File: src/inc/scan_tap_pkg.sv
// Shared constants and types for the scan test access port core
package scan_tap_pkg;

    // ==========================================================
    // Widths and fixed patterns
    // ==========================================================
    localparam int          IR_W         = 8;
    localparam logic [7:0]  IR_CAPTURE   = 8'h81;
    localparam logic [7:0]  IR_BYPASS    = 8'hff;
    // Bypass keeps the transceiver in its normal function
    localparam logic [7:0]  IR_DEFAULT   = IR_BYPASS;
    localparam int          NF_W         = 8;
    localparam int          UPD_DEPTH    = 32;
    localparam logic [2:0]  TLR_RUN_LEN  = 3'h5;

    // ==========================================================
    // Controller states
    // ==========================================================
    typedef enum logic [3:0] {
        TAP_TLR     = 4'h0,
        TAP_RTI     = 4'h1,
        TAP_SEL_DR  = 4'h2,
        TAP_CAP_DR  = 4'h3,
        TAP_SH_DR   = 4'h4,
        TAP_EX1_DR  = 4'h5,
        TAP_PAU_DR  = 4'h6,
        TAP_EX2_DR  = 4'h7,
        TAP_UPD_DR  = 4'h8,
        TAP_SEL_IR  = 4'h9,
        TAP_CAP_IR  = 4'ha,
        TAP_SH_IR   = 4'hb,
        TAP_EX1_IR  = 4'hc,
        TAP_PAU_IR  = 4'hd,
        TAP_EX2_IR  = 4'he,
        TAP_UPD_IR  = 4'hf
    } tap_state_t;

    // ==========================================================
    // Record of one register update, pushed into the buffer
    // ==========================================================
    typedef struct packed {
        logic             is_dr;
        logic [IR_W-1:0]  data;
    } upd_rec_t;

    localparam int UPD_W = $bits(upd_rec_t);

endpackage : scan_tap_pkg

File: src/logic/scan_tap_timing_core.sv
// Scan test access port: controller, instruction and bypass registers, update buffer
`timescale 1ns/10ps

// ==========================================================
// Update record buffer
// ==========================================================
module upd_fifo #(
    parameter int W     = 9,
    parameter int DEPTH = 32
) (
    // Clock and reset
    input  wire logic         clk_i,
    input  wire logic         rst_n_i,
    // Fill side
    input  wire logic         s_valid_i,
    output logic              s_ready_o,
    input  wire logic [W-1:0] s_data_i,
    // Drain side
    output logic              m_valid_o,
    input  wire logic         m_ready_i,
    output logic [W-1:0]      m_data_o
);
    localparam int AW = $clog2(DEPTH);

    typedef struct packed {
        logic [DEPTH-1:0][W-1:0] mem;
        logic [AW-1:0]           wr;
        logic [AW-1:0]           rd;
        logic [AW:0]             cnt;
    } fifo_st_t;

    fifo_st_t st_r;
    fifo_st_t st_nxt;
    logic     push;
    logic     pop;

    assign s_ready_o = (st_r.cnt != (AW+1)'(DEPTH));
    assign m_valid_o = (st_r.cnt != '0);
    assign m_data_o  = st_r.mem[st_r.rd];
    assign push      = s_valid_i && s_ready_o;
    assign pop       = m_valid_o && m_ready_i;

    always_comb begin
        st_nxt = st_r;
        if (push) begin
            st_nxt.mem[st_r.wr] = s_data_i;
            st_nxt.wr           = (st_r.wr == AW'(DEPTH-1)) ? '0 : st_r.wr + 1'b1;
        end
        if (pop) begin
            st_nxt.rd = (st_r.rd == AW'(DEPTH-1)) ? '0 : st_r.rd + 1'b1;
        end
        if (push && !pop) begin
            st_nxt.cnt = st_r.cnt + 1'b1;
        end else if (pop && !push) begin
            st_nxt.cnt = st_r.cnt - 1'b1;
        end
    end

    always_ff @(posedge clk_i or negedge rst_n_i) begin
        if (!rst_n_i) begin
            st_r <= '0;
        end else begin
            st_r <= st_nxt;
        end
    end
endmodule : upd_fifo

// ==========================================================
// Test access port core
// ==========================================================
module scan_tap_timing_core #(
    parameter int NF_WIDTH  = scan_tap_pkg::NF_W,
    parameter int UPD_DEPTH = scan_tap_pkg::UPD_DEPTH
) (
    // Clock and reset
    input  wire logic                    SYS_CLK_I,
    input  wire logic                    RST_N_I,
    // Four-wire test port
    input  wire logic                    TCK_I,
    input  wire logic                    TMS_I,
    input  wire logic                    TDI_I,
    output logic                         TDO_O,
    output logic                         TDO_OE_N_O,
    // Normal-function pins seen by the test logic
    input  wire logic [NF_WIDTH-1:0]     NF_IN_I,
    output logic [NF_WIDTH-1:0]          NF_OUT_O,
    // Controller status
    output scan_tap_pkg::tap_state_t     TAP_STATE_O,
    output logic [scan_tap_pkg::IR_W-1:0] INSTR_O,
    output logic                         BYPASS_SEL_O,
    // Update record stream
    output logic                         UPD_FILL_READY_O,
    output logic                         UPD_VALID_O,
    input  wire logic                    UPD_READY_I,
    output scan_tap_pkg::upd_rec_t       UPD_DATA_O
);
    import scan_tap_pkg::*;

    // ==========================================================
    // State
    // ==========================================================
    typedef struct packed {
        logic                tck_m;
        logic                tck_s;
        logic                tck_p;
        logic                tms_m;
        logic                tms_s;
        logic                tdi_m;
        logic                tdi_s;
        logic [NF_WIDTH-1:0] nf_m;
        logic [NF_WIDTH-1:0] nf_s;
        tap_state_t          tap;
        logic [IR_W-1:0]     ir_sh;
        logic [IR_W-1:0]     ir_act;
        logic                byp;
        logic                dr_shadow;
        logic                tdo;
        logic                tdo_oe_n;
        logic [NF_WIDTH-1:0] nf_cap;
        logic [NF_WIDTH-1:0] nf_out;
        logic                push;
        upd_rec_t            rec;
    } core_st_t;

    localparam core_st_t ST_RST = '{
        tap:      TAP_TLR,
        ir_act:   IR_DEFAULT,
        tdo_oe_n: 1'b1,
        default:  '0
    };

    core_st_t st_r;
    core_st_t st_nxt;
    logic     tck_rise;
    logic     tck_fall;
    logic     bypass_sel;
    logic     fill_ready;

    // Edges found on the synchronised clock; TMS/TDI share its delay
    assign tck_rise   = st_r.tck_s && !st_r.tck_p;
    assign tck_fall   = !st_r.tck_s && st_r.tck_p;
    assign bypass_sel = (st_r.ir_act == IR_BYPASS);

    // ==========================================================
    // Next state
    // ==========================================================
    always_comb begin
        st_nxt       = st_r;
        st_nxt.push  = 1'b0;
        // Two-flop synchronisers for everything off-chip
        st_nxt.tck_m = TCK_I;
        st_nxt.tck_s = st_r.tck_m;
        st_nxt.tck_p = st_r.tck_s;
        st_nxt.tms_m = TMS_I;
        st_nxt.tms_s = st_r.tms_m;
        st_nxt.tdi_m = TDI_I;
        st_nxt.tdi_s = st_r.tdi_m;
        st_nxt.nf_m  = NF_IN_I;
        st_nxt.nf_s  = st_r.nf_m;

        if (tck_rise) begin
            st_nxt.nf_cap = st_r.nf_s;
            // Register actions use the state being left
            unique case (st_r.tap)
                TAP_CAP_IR: st_nxt.ir_sh = IR_CAPTURE;
                TAP_SH_IR:  st_nxt.ir_sh = {st_r.tdi_s, st_r.ir_sh[IR_W-1:1]};
                // No other data register is built, so every instruction scans bypass
                TAP_CAP_DR: st_nxt.byp = 1'b0;
                TAP_SH_DR:  st_nxt.byp = st_r.tdi_s;
                default:    st_nxt.byp = st_r.byp;
            endcase
            // Transition graph, one step per rising edge
            unique case (st_r.tap)
                TAP_TLR:    st_nxt.tap = st_r.tms_s ? TAP_TLR    : TAP_RTI;
                TAP_RTI:    st_nxt.tap = st_r.tms_s ? TAP_SEL_DR : TAP_RTI;
                TAP_SEL_DR: st_nxt.tap = st_r.tms_s ? TAP_SEL_IR : TAP_CAP_DR;
                TAP_CAP_DR: st_nxt.tap = st_r.tms_s ? TAP_EX1_DR : TAP_SH_DR;
                TAP_SH_DR:  st_nxt.tap = st_r.tms_s ? TAP_EX1_DR : TAP_SH_DR;
                TAP_EX1_DR: st_nxt.tap = st_r.tms_s ? TAP_UPD_DR : TAP_PAU_DR;
                TAP_PAU_DR: st_nxt.tap = st_r.tms_s ? TAP_EX2_DR : TAP_PAU_DR;
                TAP_EX2_DR: st_nxt.tap = st_r.tms_s ? TAP_UPD_DR : TAP_SH_DR;
                TAP_UPD_DR: st_nxt.tap = st_r.tms_s ? TAP_SEL_DR : TAP_RTI;
                TAP_SEL_IR: st_nxt.tap = st_r.tms_s ? TAP_TLR    : TAP_CAP_IR;
                TAP_CAP_IR: st_nxt.tap = st_r.tms_s ? TAP_EX1_IR : TAP_SH_IR;
                TAP_SH_IR:  st_nxt.tap = st_r.tms_s ? TAP_EX1_IR : TAP_SH_IR;
                TAP_EX1_IR: st_nxt.tap = st_r.tms_s ? TAP_UPD_IR : TAP_PAU_IR;
                TAP_PAU_IR: st_nxt.tap = st_r.tms_s ? TAP_EX2_IR : TAP_PAU_IR;
                TAP_EX2_IR: st_nxt.tap = st_r.tms_s ? TAP_UPD_IR : TAP_SH_IR;
                TAP_UPD_IR: st_nxt.tap = st_r.tms_s ? TAP_SEL_DR : TAP_RTI;
            endcase
        end

        if (tck_fall) begin
            st_nxt.nf_out = st_r.nf_cap;
            unique case (st_r.tap)
                TAP_SH_IR: begin
                    st_nxt.tdo      = st_r.ir_sh[0];
                    st_nxt.tdo_oe_n = 1'b0;
                end
                TAP_SH_DR: begin
                    st_nxt.tdo      = st_r.byp;
                    st_nxt.tdo_oe_n = 1'b0;
                end
                TAP_EX1_IR, TAP_EX1_DR: begin
                    st_nxt.tdo_oe_n = 1'b1;
                end
                TAP_UPD_IR: begin
                    st_nxt.ir_act = st_r.ir_sh;
                    st_nxt.rec    = '{is_dr: 1'b0, data: st_r.ir_sh};
                    st_nxt.push   = 1'b1;
                end
                TAP_UPD_DR: begin
                    st_nxt.dr_shadow = st_r.byp;
                    st_nxt.rec       = '{is_dr: 1'b1, data: {{(IR_W-1){1'b0}}, st_r.byp}};
                    st_nxt.push      = 1'b1;
                end
                default: begin
                    st_nxt.tdo = st_r.tdo;
                end
            endcase
        end

        // Reset state forces the default on every system clock, with or without test clock edges
        if (st_r.tap == TAP_TLR) begin
            st_nxt.ir_act = IR_DEFAULT;
        end
    end

    always_ff @(posedge SYS_CLK_I or negedge RST_N_I) begin
        if (!RST_N_I) begin
            st_r <= ST_RST;
        end else begin
            st_r <= st_nxt;
        end
    end

    // ==========================================================
    // Update record buffer; a full buffer drops the record
    // ==========================================================
    upd_fifo #(
        .W     (UPD_W),
        .DEPTH (UPD_DEPTH)
    ) u_upd_fifo (
        .clk_i     (SYS_CLK_I),
        .rst_n_i   (RST_N_I),
        .s_valid_i (st_r.push),
        .s_ready_o (fill_ready),
        .s_data_i  (st_r.rec),
        .m_valid_o (UPD_VALID_O),
        .m_ready_i (UPD_READY_I),
        .m_data_o  (UPD_DATA_O)
    );

    // ==========================================================
    // Outputs
    // ==========================================================
    assign TDO_O            = st_r.tdo;
    assign TDO_OE_N_O       = st_r.tdo_oe_n;
    assign NF_OUT_O         = st_r.nf_out;
    assign TAP_STATE_O      = st_r.tap;
    assign INSTR_O          = st_r.ir_act;
    assign BYPASS_SEL_O     = bypass_sel;
    assign UPD_FILL_READY_O = fill_ready;

    // ==========================================================
    // Checks
    // ==========================================================
    logic [2:0] tms_run_r;

    always_ff @(posedge SYS_CLK_I or negedge RST_N_I) begin
        if (!RST_N_I) begin
            tms_run_r <= 3'h0;
        end else if (tck_rise) begin
            tms_run_r <= !st_r.tms_s ? 3'h0 : (tms_run_r == TLR_RUN_LEN) ? tms_run_r : tms_run_r + 3'h1;
        end
    end
endmodule : scan_tap_timing_core

File: config.mk
export PLATFORM = sky130hd
export DESIGN_NAME = scan_tap_timing_core
export DESIGN_NICKNAME = d
export VERILOG_FILES = /design/src/inc/scan_tap_pkg.sv /design/src/logic/scan_tap_timing_core.sv
export SDC_FILE = /design/constraint.sdc
export NUM_CORES = 1
export LEC_CHECK = 0
export ABC_AREA = 0
export BUFFER_PORTS_ARGS = -buffer_cell sky130_fd_sc_hd__buf_2
export CORE_ASPECT_RATIO = 1.25
export CORE_UTILIZATION = 56
export DETAILED_ROUTE_END_ITERATION = 6
export HOLD_SLACK_MARGIN = 0.15
export MAX_ROUTING_LAYER = met4
export PLACE_DENSITY = 0.76
export RECOVER_POWER = 100
export SYNTH_ARGS = -nofsm -noshare
export SYNTH_HDL_FRONTEND = slang
export SYNTH_HIERARCHICAL = 1
export SYNTH_SLANG_ARGS = --single-unit
File: constraint.sdc
create_clock -name SYS_CLK_I -period 2.8 [get_ports SYS_CLK_I]
set_clock_uncertainty 0.1 [all_clocks]
set_input_delay 0.14 -clock SYS_CLK_I [delete_from_list [all_inputs] [get_ports SYS_CLK_I]]
set_output_delay 0.14 -clock SYS_CLK_I [all_outputs]
set_load 0.03 [all_outputs]
Word level (Yosys, flattened, before mapping)
Index checks and enable logic that the tools add are counted.
Widths: inputs -> output; s select.
{"block": "word_totals", "ff_bits": 376, "inputBits": 14, "out_inout_bits": 34, "word_cells": 144}
{"block": "classes", "addsub": 4, "n_lt_le_gt_ge": 3, "n_eq_ne": 19, "mux": 31, "n_reduce_logical": 32}
{"cell": "$bwmux 288", "n": 1}
{"cell": "$pmux 4 s12", "n": 1}
{"cell": "$bmux 9 s5", "n": 1}
{"cell": "$demux 9 s5", "n": 1}
{"cell": "$eq 4x4->1 const B", "n": 8}
{"cell": "$mux 8", "n": 3}
{"cell": "$pmux 10 s2", "n": 1}
{"cell": "$mux 9", "n": 2}
{"cell": "$eq 4x3->1 const B", "n": 4}
{"cell": "$mux 4", "n": 4}
{"cell": "$pmux 8 s2", "n": 1}
{"cell": "$reduce_bool 2->1", "n": 8}
{"cell": "$lt 5x6->1 const B", "n": 2}
{"cell": "$mux 6", "n": 2}
{"cell": "$reduce_and 2->1", "n": 6}
{"cell": "$add 5x1->5 const B", "n": 2}
{"cell": "$eq 5x5->1 const B", "n": 2}
{"cell": "$mux 10", "n": 1}
{"cell": "$mux 5", "n": 2}
{"cell": "$eq 4x2->1 const B", "n": 2}
{"cell": "$eq 8x8->1 const B", "n": 1}
{"cell": "$reduce_or 2->1", "n": 4}
{"cell": "$logic_and 1x1->1", "n": 7}
{"cell": "$add 6x1->6 const B", "n": 1}
{"cell": "12 further kinds", "n": 22}

Logic depth before layout (Yosys ltp)
Gate-level depths: netlist of the first run.
{"block": "depth", "depth_word": 6, "mapped_depth": 11, "mapped_depth_nobuf": 10}

Cells and area by module
The synthesis of the first run kept the hierarchy.
{"module": "upd_fifo", "instances": 1, "cells_per_inst": 989, "area_each_um2": 14251.2, "seq_area_each_um2": 7607.3}
{"module": "scan_tap_timing_core", "instances": 1, "cells_per_inst": 277, "area_each_um2": 2892.8, "seq_area_each_um2": 1813.0}

Worst setup path after synthesis of the first run
No wires, ideal clock.
{"block": "synth_timing", "path_kind": "register -> register", "start": "register u_upd_fifo/st_r[1] (netlist bit)", "end": "register u_upd_fifo/st_r[5] (netlist bit)", "setup_ps": 86, "arrival_ps": 2901, "required_ps": 2614, "slack_ps": -287, "stages_incl_launch_ff": 12, "path_buffers": 1, "synth_period_minus_slack_ps": 3087, "cell_sequence": "dfrtp_1 > or4_1 > buf_6 > o31ai_1 > inv_1 > ha_1 > inv_1 > ha_1 > a211oi_1 > a21oi_1 > o21a_1 > nor3_1"}
{"block": "synth_between", "elab_chain_len": 5, "elab_cells_between_ends": 13, "classes_between": "add/sub: 2; eq/ne: 1; mux: 2; reduce/logical: 8"}
{"item": "from (decl)", "line_no": "scan_tap_timing_core.sv:32", "source": "fifo_st_t st_r;"}
{"item": "from (signal assigned)", "line_no": "scan_tap_timing_core.sv:63", "source": "st_r <= st_nxt;"}
{"item": "$ne 6x6->1 (*)", "line_no": "scan_tap_timing_core.sv:37", "source": "assign s_ready_o = (st_r.cnt != (AW+1)'(DEPTH));"}
{"item": "$logic_and 1x1->1 (*)", "line_no": "scan_tap_timing_core.sv:40", "source": "assign push = s_valid_i && s_ready_o;"}
{"item": "net u_upd_fifo.push", "line_no": "scan_tap_timing_core.sv:34", "source": "logic push;"}
{"item": "$logic_not 1->1", "line_no": "scan_tap_timing_core.sv:54", "source": "end else if (pop && !push) begin"}
{"item": "$logic_and 1x1->1", "line_no": "scan_tap_timing_core.sv:54"}
{"item": "$reduce_bool 2->1 (no source line)"}
The timed path passes the listed nets; every way through them passes the cells marked *. The select of a mux whose other input is x is not followed.
A chain may end at the register's enable or synchronous reset.

==> run metrics, run 1 <==
outcome=finished, violations left; failing checks=setup timing; crit path to=UPD_DATA_O[0]; Critical Path Sink Type=primary output; fin crit period=roughly 2.9 ns; Synth warnings=6; RSZ-0062 raised after global routing=yes; port bufs=47; via count=10,476; post-synthesis mux area share=28.2%; first drt pass iteration count=4; clock share of power=34.0%; Final Setup Violations=5; Cells after Synth=between 1,000 and 1,500; commonest non-fill, non-tap cell in the layout=dfrtp_1; Syn Nets=approximately 1,300; row count=71; cell taking the most area after synthesis=dfrtp_1; DR WL/cell=21.1 um; initial antenna violation count=0; worst vdd ir=0.636 mV; Final Cell Area=0.0195 mm2; synthesized cell area=0.0171 mm2; vias in the first global route=11,260; Overall Global Routing Usage=26.2%; final worst-path cycle share=102%; xor/xnor cell area share of the yosys netlist=less than 1%; CP Class=reg2out; Max-Cap Viols=0; Die H=198 um; Horiz. Die Dim=158 um; Worst Path Arrival=2.61 ns; number of synthesized register bits=~380; post-synthesis adder-cell area fraction=1.07%; Post-synth EDFFs=0; Leak Pwr=9.27 nW; Multi-input gate area=0.00727 mm2; clk root buf=clkbuf_16; Core ar.=0.0301 mm2; # diodes=0; nets=1,360; Fmax=around 350 MHz; reg2reg start=u_upd_fifo/st_r[4]; R2R cell count=6; Synth Flop Type=dfrtp_1; post-synthesis simple-gate area fraction=between 6 and 7%; Max transition margin=15.6%; largest net degree at the start of global routing=77; gr ovfl total=0; DRC errors left=0; Netlist cell types=between 50 and 60; clk slew on worst S/H paths=0.06 ns; DP Area=0.0179 mm2; Crit path required time=2.56 ns; total power=15.6 mW; compound-gate portion of the synthesized area=5.70%; final setup margin=-0.0543 ns; Mapped Avg Cell Area=about 14 um2; FFs w/ async S/R, synth=100%; R2R Path End=u_upd_fifo/st_r[97]; htree depth=2; Hold Slack=0.169 ns; Final Routed Wirelength=roughly 37 mm; r2r setup slk=0.04 ns; sw frac=32.2%; Hold/Removal Path Class=in2reg; Starting Density=between 50% and 60%; top post-synthesis cells by area=dfrtp_1 (54%), mux2_2 (19%), mux4_2 (4.7%); fin util=64.8%; Detailed Route Iter0 Violations=630; io pins=48; CTS Buf Count=38; Hold Vio Cnt, Final=0; via/cell ratio=5.94; P&R area growth vs syn=13.9%; CP max FO=11; layout cells sized above 1=between 30% and 40%; post-synth top area share=53.6%; Final Wtd Congestion=0.814; Slew @ Worst Pin=~1.3 ns; reported net switching power=a little over 5 mW; Pins Over Slew Limit=0; clock buffer depth=3; Reg power frac=39.3%; layout filler cell count=around 2,200; Power Dens Cells=between 800 and 900 mW/mm2; largest family of logic cells by synthesized area=multiplexers; HPWL Detailed=23.8 mm; most frequent cells in the layout=dfrtp_1 (365), mux2_2 (292), nand2_1 (94); first-pass GRT wire length=61.4 mm; CTS tree=done; Internal Power=10.6 mW; Worst Setup SP=u_upd_fifo/st_r[6]; DRT antenna net count=0; Seq/Total Area, Yosys=54.9%; Worst-Skew Late Latency=0.53 ns; register area=about 0.0094 mm2; Comb pwr share=26.7%; CP Launch Type=flop; clk sinks=about 380; Die Area=0.0313 mm2
==> critical path, stage by stage, from the launching register on <==
cell and delay [ns]:
dfrtp_4 0.52, buf_12 0.17, buf_12 0.13, mux4_2 0.43, a22o_1 0.24, a221oi_2 0.24
nand3_1 0.18, buf_6 0.18
==> metrics by stage <==
step	TNS, ns	std cells	worst slack (ns)
2_1_floorplan	-0.0410	1266	-0.0253
3_3_place_gp	0	1660	0.0770
3_5_place_dp	-0.0203	1660	-0.0203
4_1_cts	-0.0678	1761	-0.0257
5_1_grt	-6.18	1763	-0.119
6_report	-0.149	1763	-0.0543
==> worst min path at each step <==
stage	start	endpoint	slack, ns	cells past startpoint
2_1_floorplan	RST_N_I	NF_OUT_O[0]	-0.26	0
3_3_place_gp	RST_N_I	u_upd_fifo/st_r[117]	0.04	1
3_5_place_dp	RST_N_I	u_upd_fifo/st_r[108]	0.04	1
4_1_cts	NF_IN_I[2]	st_nxt[52]	0.15	2
5_1_grt	NF_IN_I[4]	st_nxt[54]	0.17	2
6_report	NF_IN_I[4]	st_nxt[54]	0.17	2
==> power groups by stage <==
stage               logic (mW)  clock network, mW  registers, mW
finish                    4.17               5.32           6.14
global route              4.51               5.64           6.19
CTS                       4.22               5.43           6.14
detailed placement        3.83                  0           6.30
global placement          3.76                  0           6.28
floorplan                 2.92                  0           5.99
==> kinds of logic after synthesis <==
logic type,Yosys count
AO/OA/AOI/OAI,126
adder cells (fa/ha/maj),14
flip-flops,376
AND/OR/NAND/NOR,236
buffers and inverters,110
multiplexers,401
XOR/XNOR,3
==> routing by layer <==
metal / vias to the layer above / wire (um) / global-route usage, %
met1: 5477 / 15300 / 32.0
met3: 62 / 1240 / 3.31
met2: 219 / 19600 / 45.0
li1: 4718 / - / -
met5: - / 0 / -
met4: 0 / 1130 / 8.30
==> registers in the layout (all words and copies together), names as in the netlist <==
name	flops
INSTR_O	8
st_r	38
NF_OUT_O	8
u_upd_fifo/st_r	304
TDO_O	1
st_nxt	12
TAP_STATE_O	4
TDO_OE_N_O	1
==> synth_stat cells (3+ instances only) <==
cell type and count:
nand2_1 94, dfrtp_1 367, nand3b_1 3, nor2b_1 12, o31ai_1 5, or3_1 4, mux4_2 36, o21ai_0 14
a21oi_1 12, clkbuf_1 54, a22oi_1 36, nand2b_1 8, buf_1 10, buf_2 14, o22ai_1 3, a221oi_1 9
a211oi_1 3, o21ai_1 9, a31oi_1 3, nand3_1 41, nor2_2 33, buf_4 20, inv_1 9, a22o_1 16
mux2_2 292, and2_1 3, mux2i_1 73, ha_1 13, nor2_1 15, or3b_2 3, o311ai_4 4, a221o_1 5
and3_1 3, nor3b_1 3, dfstp_2 9
==> repair_timing <==
item	in CTS	in global routing
resized for setup	21	11
setup buffers	9	2
endpoints found under the setup margin	10	11
hold buffers	22	0
pin swaps	2	4
endpoints found under the hold margin	379	0
==> area by class of cell <==
class | count | share of cell area, %
Clock buffer | 54 | 5.74
Clock inverter | 16 | 1.10
Inverter | 10 | 0.205
Multi-Input combinational cell | 780 | 37.3
Sequential cell | 376 | 48.3
Tap cell | 401 | 2.57
Timing Repair Buffer | 126 | 4.84
(Power assumes the default switching activity.)
==> inputs of run 2 (changes only) <==
Settings changed: CORE_UTILIZATION 56 to 40, PLACE_DENSITY 0.76 to 0.56.
==> run 2 against run 1 <==
Net effect: the run ends with capacitance limit, slew limit, setup timing left; cell count rose by 10%; first-iteration DRC count fell by 28%; critical endpoint is now UPD_DATA_O[2]; clock power rose by 2%.
==> run metrics, run 2 (synthesized netlist as in run 1, its figures left out) <==
# diodes=0 (unchanged); hold_sp=st_nxt[55]; Largest register FFs=304 (unchanged); Final Setup Violations=9 (+4); first drt pass iteration count=4 (unchanged); DR WL/cell=20.8 um (-1.3%); Final Cell Area=0.0201 mm2 (+2.9%); fin util=47.7% (-17 points); Die H=233 um (+18%); vias in the first global route=11,290 (+0.27%); via count=10,434 (-0.40%); Critical Path Sink Type=primary output; CP max FO=8 (-3); commonest non-fill, non-tap cell in the layout=dfrtp_1; Crit path required time=2.56 ns (about the same); Hold/Removal Path Class=reg2reg; Hold Vio Cnt, Final=0 (unchanged); clk slew on worst S/H paths=0.06 ns (about the same); nets=1,376 (+1.2%); Power Dens Cells=809 mW/mm2 (+0.97%); final worst-path cycle share=104% (+2.5 points); Max transition margin=-23.0% (-39 points); Worst-Skew Late Latency=0.54 ns (about the same); fin crit period=2.93 ns (+0.0708 ns); htree depth=2 (unchanged); Leak Pwr=9.44 nW (+1.9%); CP Class=reg2out; worst hold path depth=0 (-2); largest net degree at the start of global routing=105 (+36%); outcome=finished, violations left; R2R Path End=u_upd_fifo/st_r[283]; Overall Global Routing Usage=19.8% (-6.4 points); Final Routed Wirelength=40.4 mm (+8.5%); worst hold endpoint=st_r[55]; most frequent cells in the layout=dfrtp_1 (365), mux2_2 (292), nand2_1 (94); HPWL Detailed=25.2 mm (+5.8%); total power=16.2 mW (+3.9%); CP Launch Type=flop; Detailed Route Iter0 Violations=455 (-28%); clk root buf=clkbuf_16; Top reg by flops=u_upd_fifo/st_r; port bufs=47 (unchanged); DRC errors left=0 (unchanged); CTS Buf Count=42 (+11%); io pins=48 (unchanged); Core ar.=0.0421 mm2 (+40%); failing checks=capacitance limit, slew limit, setup timing; Pins Over Slew Limit=77 (+77); Final Wtd Congestion=0.759 (-6.7%); RSZ-0062 raised after global routing=yes; via/cell ratio=5.38 (-9.4%); DP Area=0.0182 mm2 (+1.5%); r2r setup slk=0.04 ns (about the same); initial antenna violation count=0 (unchanged); CTS tree=done; first-pass GRT wire length=65.3 mm (+6.4%); final setup margin=-0.125 ns (-0.0708 ns); Worst Path Arrival=2.69 ns (+0.08 ns); row count=84 (+18%); layout cells sized above 1=40.2% (+0.72 points); gr ovfl total=0 (unchanged); P&R area growth vs syn=17.2%; Max-Cap Viols=1 (+1); worst vdd ir=0.499 mV (-22%); Fmax=342 MHz (-2.4%); Starting Density=40.7% (-16 points); DRT antenna net count=0 (unchanged); reg2reg start=u_upd_fifo/st_r[4]; clock buffer depth=3 (unchanged); Horiz. Die Dim=187 um (+18%); clk sinks=376 (unchanged); Die Area=0.0437 mm2 (+40%); Slew @ Worst Pin=1.85 ns (+0.580 ns); R2R cell count=6 (unchanged)
run 2: changes by cell type in the layout (fill, tap and decap cells not counted), sizes merged:
cell / previous run / this run
clkinv: 9 / 3
inv: 11 / 9
clkbuf: 95 / 113
dlygate4sd3: 21 / 25
bufinv: 4 / 1
buf: 64 / 73
clkinvlp: 2 / 0
run 2: metrics by stage:
step | worst slack [ns] | hold WS, ns | cells | TNS (ns)
floorplan | -0.0253 | -0.256 | 1266 | -0.0410
global placement | 0.0903 | -0.109 | 1822 | 0
detailed placement | -0.0424 | -0.110 | 1822 | -0.0424
CTS | -0.130 | 0.185 | 1937 | -0.581
global route | -0.183 | 0.249 | 1939 | -7.88
finish | -0.125 | 0.245 | 1939 | -0.502
run 2: worst max-delay path, stage by stage (launching register included):
cell	delay (ns)
dfrtp_4	0.49
buf_12	0.16
buf_6	0.11
mux4_2	0.45
a22o_1	0.30
a221oi_2	0.29
nand3_2	0.16
buf_6	0.17
run 2: worst max path at each step:
stage / startpoint / endpoint / slack, ns / cells past startpoint
finish: u_upd_fifo/st_r[6] / UPD_DATA_O[2] / -0.13 / 7
global route: u_upd_fifo/st_r[6] / UPD_DATA_O[2] / -0.18 / 7
CTS: u_upd_fifo/st_r[6] / UPD_DATA_O[2] / -0.13 / 7
detailed placement: u_upd_fifo/st_r[4] / u_upd_fifo/st_r[5] / -0.04 / 9
global placement: u_upd_fifo/st_r[4] / u_upd_fifo/st_r[5] / 0.09 / 9
floorplan: u_upd_fifo/st_r[4] / u_upd_fifo/st_r[4] / -0.03 / 10
run 2: cell type report:
class	count	area (um2)
Multi-Input combinational cell	780	7380
Clock inverter	3	40.0
Sequential cell	376	9430
Clock buffer	73	1340
Fill cell	3707	22100
Inverter	10	37.5
Tap cell	559	699
Timing Repair Buffer	138	1160
run 2: power by group:
part	leakage, nW	switching, mW	total, mW	internal, mW
sequential	5.11	0.335	6.03	5.70
clock	0.676	2.13	5.45	3.32
combinational	3.66	2.75	4.76	2.02
run 2: per-layer routing:
layer | GRT usage, % | part of all wire (%)
met5 | - | 0
met4 | 5.58 | 2.3
met3 | 2.34 | 2.5
met1 | 24.5 | 44
met2 | 34.3 | 51
run 2: repair_timing:
action                                  CTS  global route
resized for setup                        52             6
pin swaps                                13             9
hold endpoints to repair                385             0
setup buffers                            12             1
endpoints found under the setup margin   11            11
hold buffers                             25             0
gates cloned                              2             1
==> inputs of run 3 (changes only) <==
Settings changed: CORE_UTILIZATION 40 to 56, PLACE_DENSITY 0.56 to 0.75.
==> run 3 against run 2 <==
Net effect: the flow finishes with violations (capacitance limit, slew limit); clock-buffer cell count is 15 lower; routed wire length fell by 5.7%; first-iteration DRC count grew 49%; clock power down 5.5%; register-to-register slack better by 0.04 ns; combinational power down 5.5%; fmax is 4.6% higher; non-clock buffer count shrank 6; worst setup slack improved by 0.13 ns; die area down 28%.
==> run metrics, run 3 (synthesized netlist as in run 1, its figures left out) <==
outcome=finished, violations left; failing checks=capacitance limit, slew limit; Place WS=-0.0462 ns (-0.00376 ns); final std cells w/o fill=1,767 (-8.9%); CP Class=reg2out; Overall Global Routing Usage=26.4% (+6.6 points); Crit path required time=2.56 ns (about the same); Core ar.=0.0301 mm2 (-29%); CP max FO=6 (-2); Multi-input gate area=0.00745 mm2 (+0.83%); fin crit period=2.80 ns (-0.130 ns); Largest register FFs=304 (unchanged); most frequent cells in the layout=dfrtp_1 (365), mux2_2 (292), nand2_1 (94); Hold Vio Cnt, Final=0 (unchanged); Detailed Route Iter0 Violations=676 (+49%); worst hold endpoint=st_nxt[51]; worst vdd ir=0.724 mV (+45%); HPWL Detailed=24.1 mm (-4.3%); DR WL/cell=21.6 um (+3.5%); RSZ-0062 raised after global routing=yes; r2r setup slk=0.08 ns (+0.04 ns); Worst Path Arrival=2.56 ns (-0.13 ns); DP Area=0.0179 mm2 (-1.4%); vias in the first global route=11,106 (-1.6%); initial antenna violation count=0 (unchanged); commonest non-fill, non-tap cell in the layout=dfrtp_1; R2R cell count=8 (+2); htree depth=2 (unchanged); clk sinks=376 (unchanged); Hold Slack=0.184 ns (-0.0610 ns); Placed Instances=1,662 (-8.8%); via count=10,511 (+0.74%); io pins=48 (unchanged); Starting Density=56.9% (+16 points); port bufs=47 (unchanged); P&R area growth vs syn=15.5%; final worst-path cycle share=99.8% (-4.6 points); clk slew on worst S/H paths=0.06 ns (about the same); hold_sp=NF_IN_I[1]; nets=1,367 (-0.65%); CTS Buf Count=39 (-7.1%); layout cells sized above 1=41.1% (+0.92 points); Leak Pwr=9.33 nW (-1.2%); Slew @ Worst Pin=1.64 ns (-0.208 ns); CP Launch Type=flop; Horiz. Die Dim=158 um (-15%); Die H=198 um (-15%); Max-Cap Viols=1 (unchanged); Die Area=0.0313 mm2 (-28%); reg2reg start=u_upd_fifo/st_r[4]; Final Cell Area=0.0198 mm2 (-1.4%); Final Wtd Congestion=0.844 (+11%); final setup margin=0.00436 ns (+0.130 ns); Top reg by flops=u_upd_fifo/st_r; largest net degree at the start of global routing=58 (-45%); Fmax=358 MHz (+4.6%); Critical Path Sink Type=primary output; Hold/Removal Path Class=in2reg; Pins Over Slew Limit=51 (-34%); layout filler cell count=2,117 (-43%); clk root buf=clkbuf_16; Final Routed Wirelength=38.1 mm (-5.7%); Max transition margin=-9.15% (+14 points); Final Setup Violations=0 (-9); DRC errors left=0 (unchanged); register area=0.00943 mm2 (about the same); row count=71 (-15%); via/cell ratio=5.95 (+11%); DRT antenna net count=0 (unchanged); CTS tree=done; R2R Path End=u_upd_fifo/st_r[5]; clock buffer depth=3 (unchanged); Power Dens Cells=796 mW/mm2 (-1.5%); gr ovfl total=0 (unchanged); first drt pass iteration count=5 (+1); Worst-Skew Late Latency=0.53 ns (about the same); fin util=65.8% (+18 points); worst hold path depth=2 (+2); # diodes=0 (unchanged); first-pass GRT wire length=61.4 mm (-6.0%)
## run 3: per-stage QoR
| stage | power (mW) | setup TNS [ns] |
|---|---|---|
| 2_1_floorplan | 8.91 | -0.0410 |
| 5_1_grt | 16.4 | -0.521 |
| 3_3_place_gp | 10.0 | 0 |
| 4_1_cts | 15.7 | -0.0465 |
| 6_report | 15.8 | 0 |
| 3_5_place_dp | 10.1 | -0.0462 |
## run 3: cell type report
cell class              count  share of cell area (%)
clock buffers              58                    5.90
flip-flops and latches    376                    47.6
well taps                 401                    2.53
clock inverters            10                   0.619
multi-input cells         780                    37.6
inverters                  10                   0.202
repair buffers            132                    5.55
## run 3: layer usage
metal / vias to the layer above / wire, um / GRT usage, %
met5: - / 0 / -
met4: 0 / 1270 / 9.44
met3: 63 / 1250 / 3.23
met2: 206 / 19400 / 44.0
met1: 5512 / 16200 / 33.1
li1: 4730 / - / -
## run 3: what timing repair did
| action | CTS | global route |
|---|---|---|
| endpoints found under the setup margin | 10 | 11 |
| gates resized for setup | 42 | 20 |
| hold buffers | 25 | 0 |
| cloned | 1 | 0 |
| pin swaps | 6 | 9 |
| hold endpoints to repair | 383 | 0 |
| buffers inserted | 4 | 7 |
## run 3: power by group
group / internal [mW] / total (mW) / leakage, nW / switching [mW]
Sequential: 5.69 / 6.11 / 5.11 / 0.424
Combinational: 1.89 / 4.50 / 3.58 / 2.61
Clock: 3.08 / 5.15 / 0.638 / 2.07
## run 3: critical path, stage by stage, from the launching register on
cell	delay (ns)
dfrtp_4	0.52
buf_12	0.14
buf_16	0.14
mux4_2	0.42
a22o_1	0.24
a221oi_2	0.26
nand3_1	0.14
buf_6	0.16
## run 3: how the worst max path moves through the flow
stage	from	endpoint	slack, ns	cells past startpoint
floorplan	u_upd_fifo/st_r[4]	u_upd_fifo/st_r[4]	-0.03	10
finish	u_upd_fifo/st_r[6]	UPD_DATA_O[1]	0.004	7
detailed placement	u_upd_fifo/st_r[4]	u_upd_fifo/st_r[5]	-0.05	9
CTS	u_upd_fifo/st_r[6]	UPD_DATA_O[7]	-0.04	6
global route	u_upd_fifo/st_r[6]	UPD_DATA_O[1]	-0.07	6
global placement	u_upd_fifo/st_r[4]	u_upd_fifo/st_r[5]	0.08	9
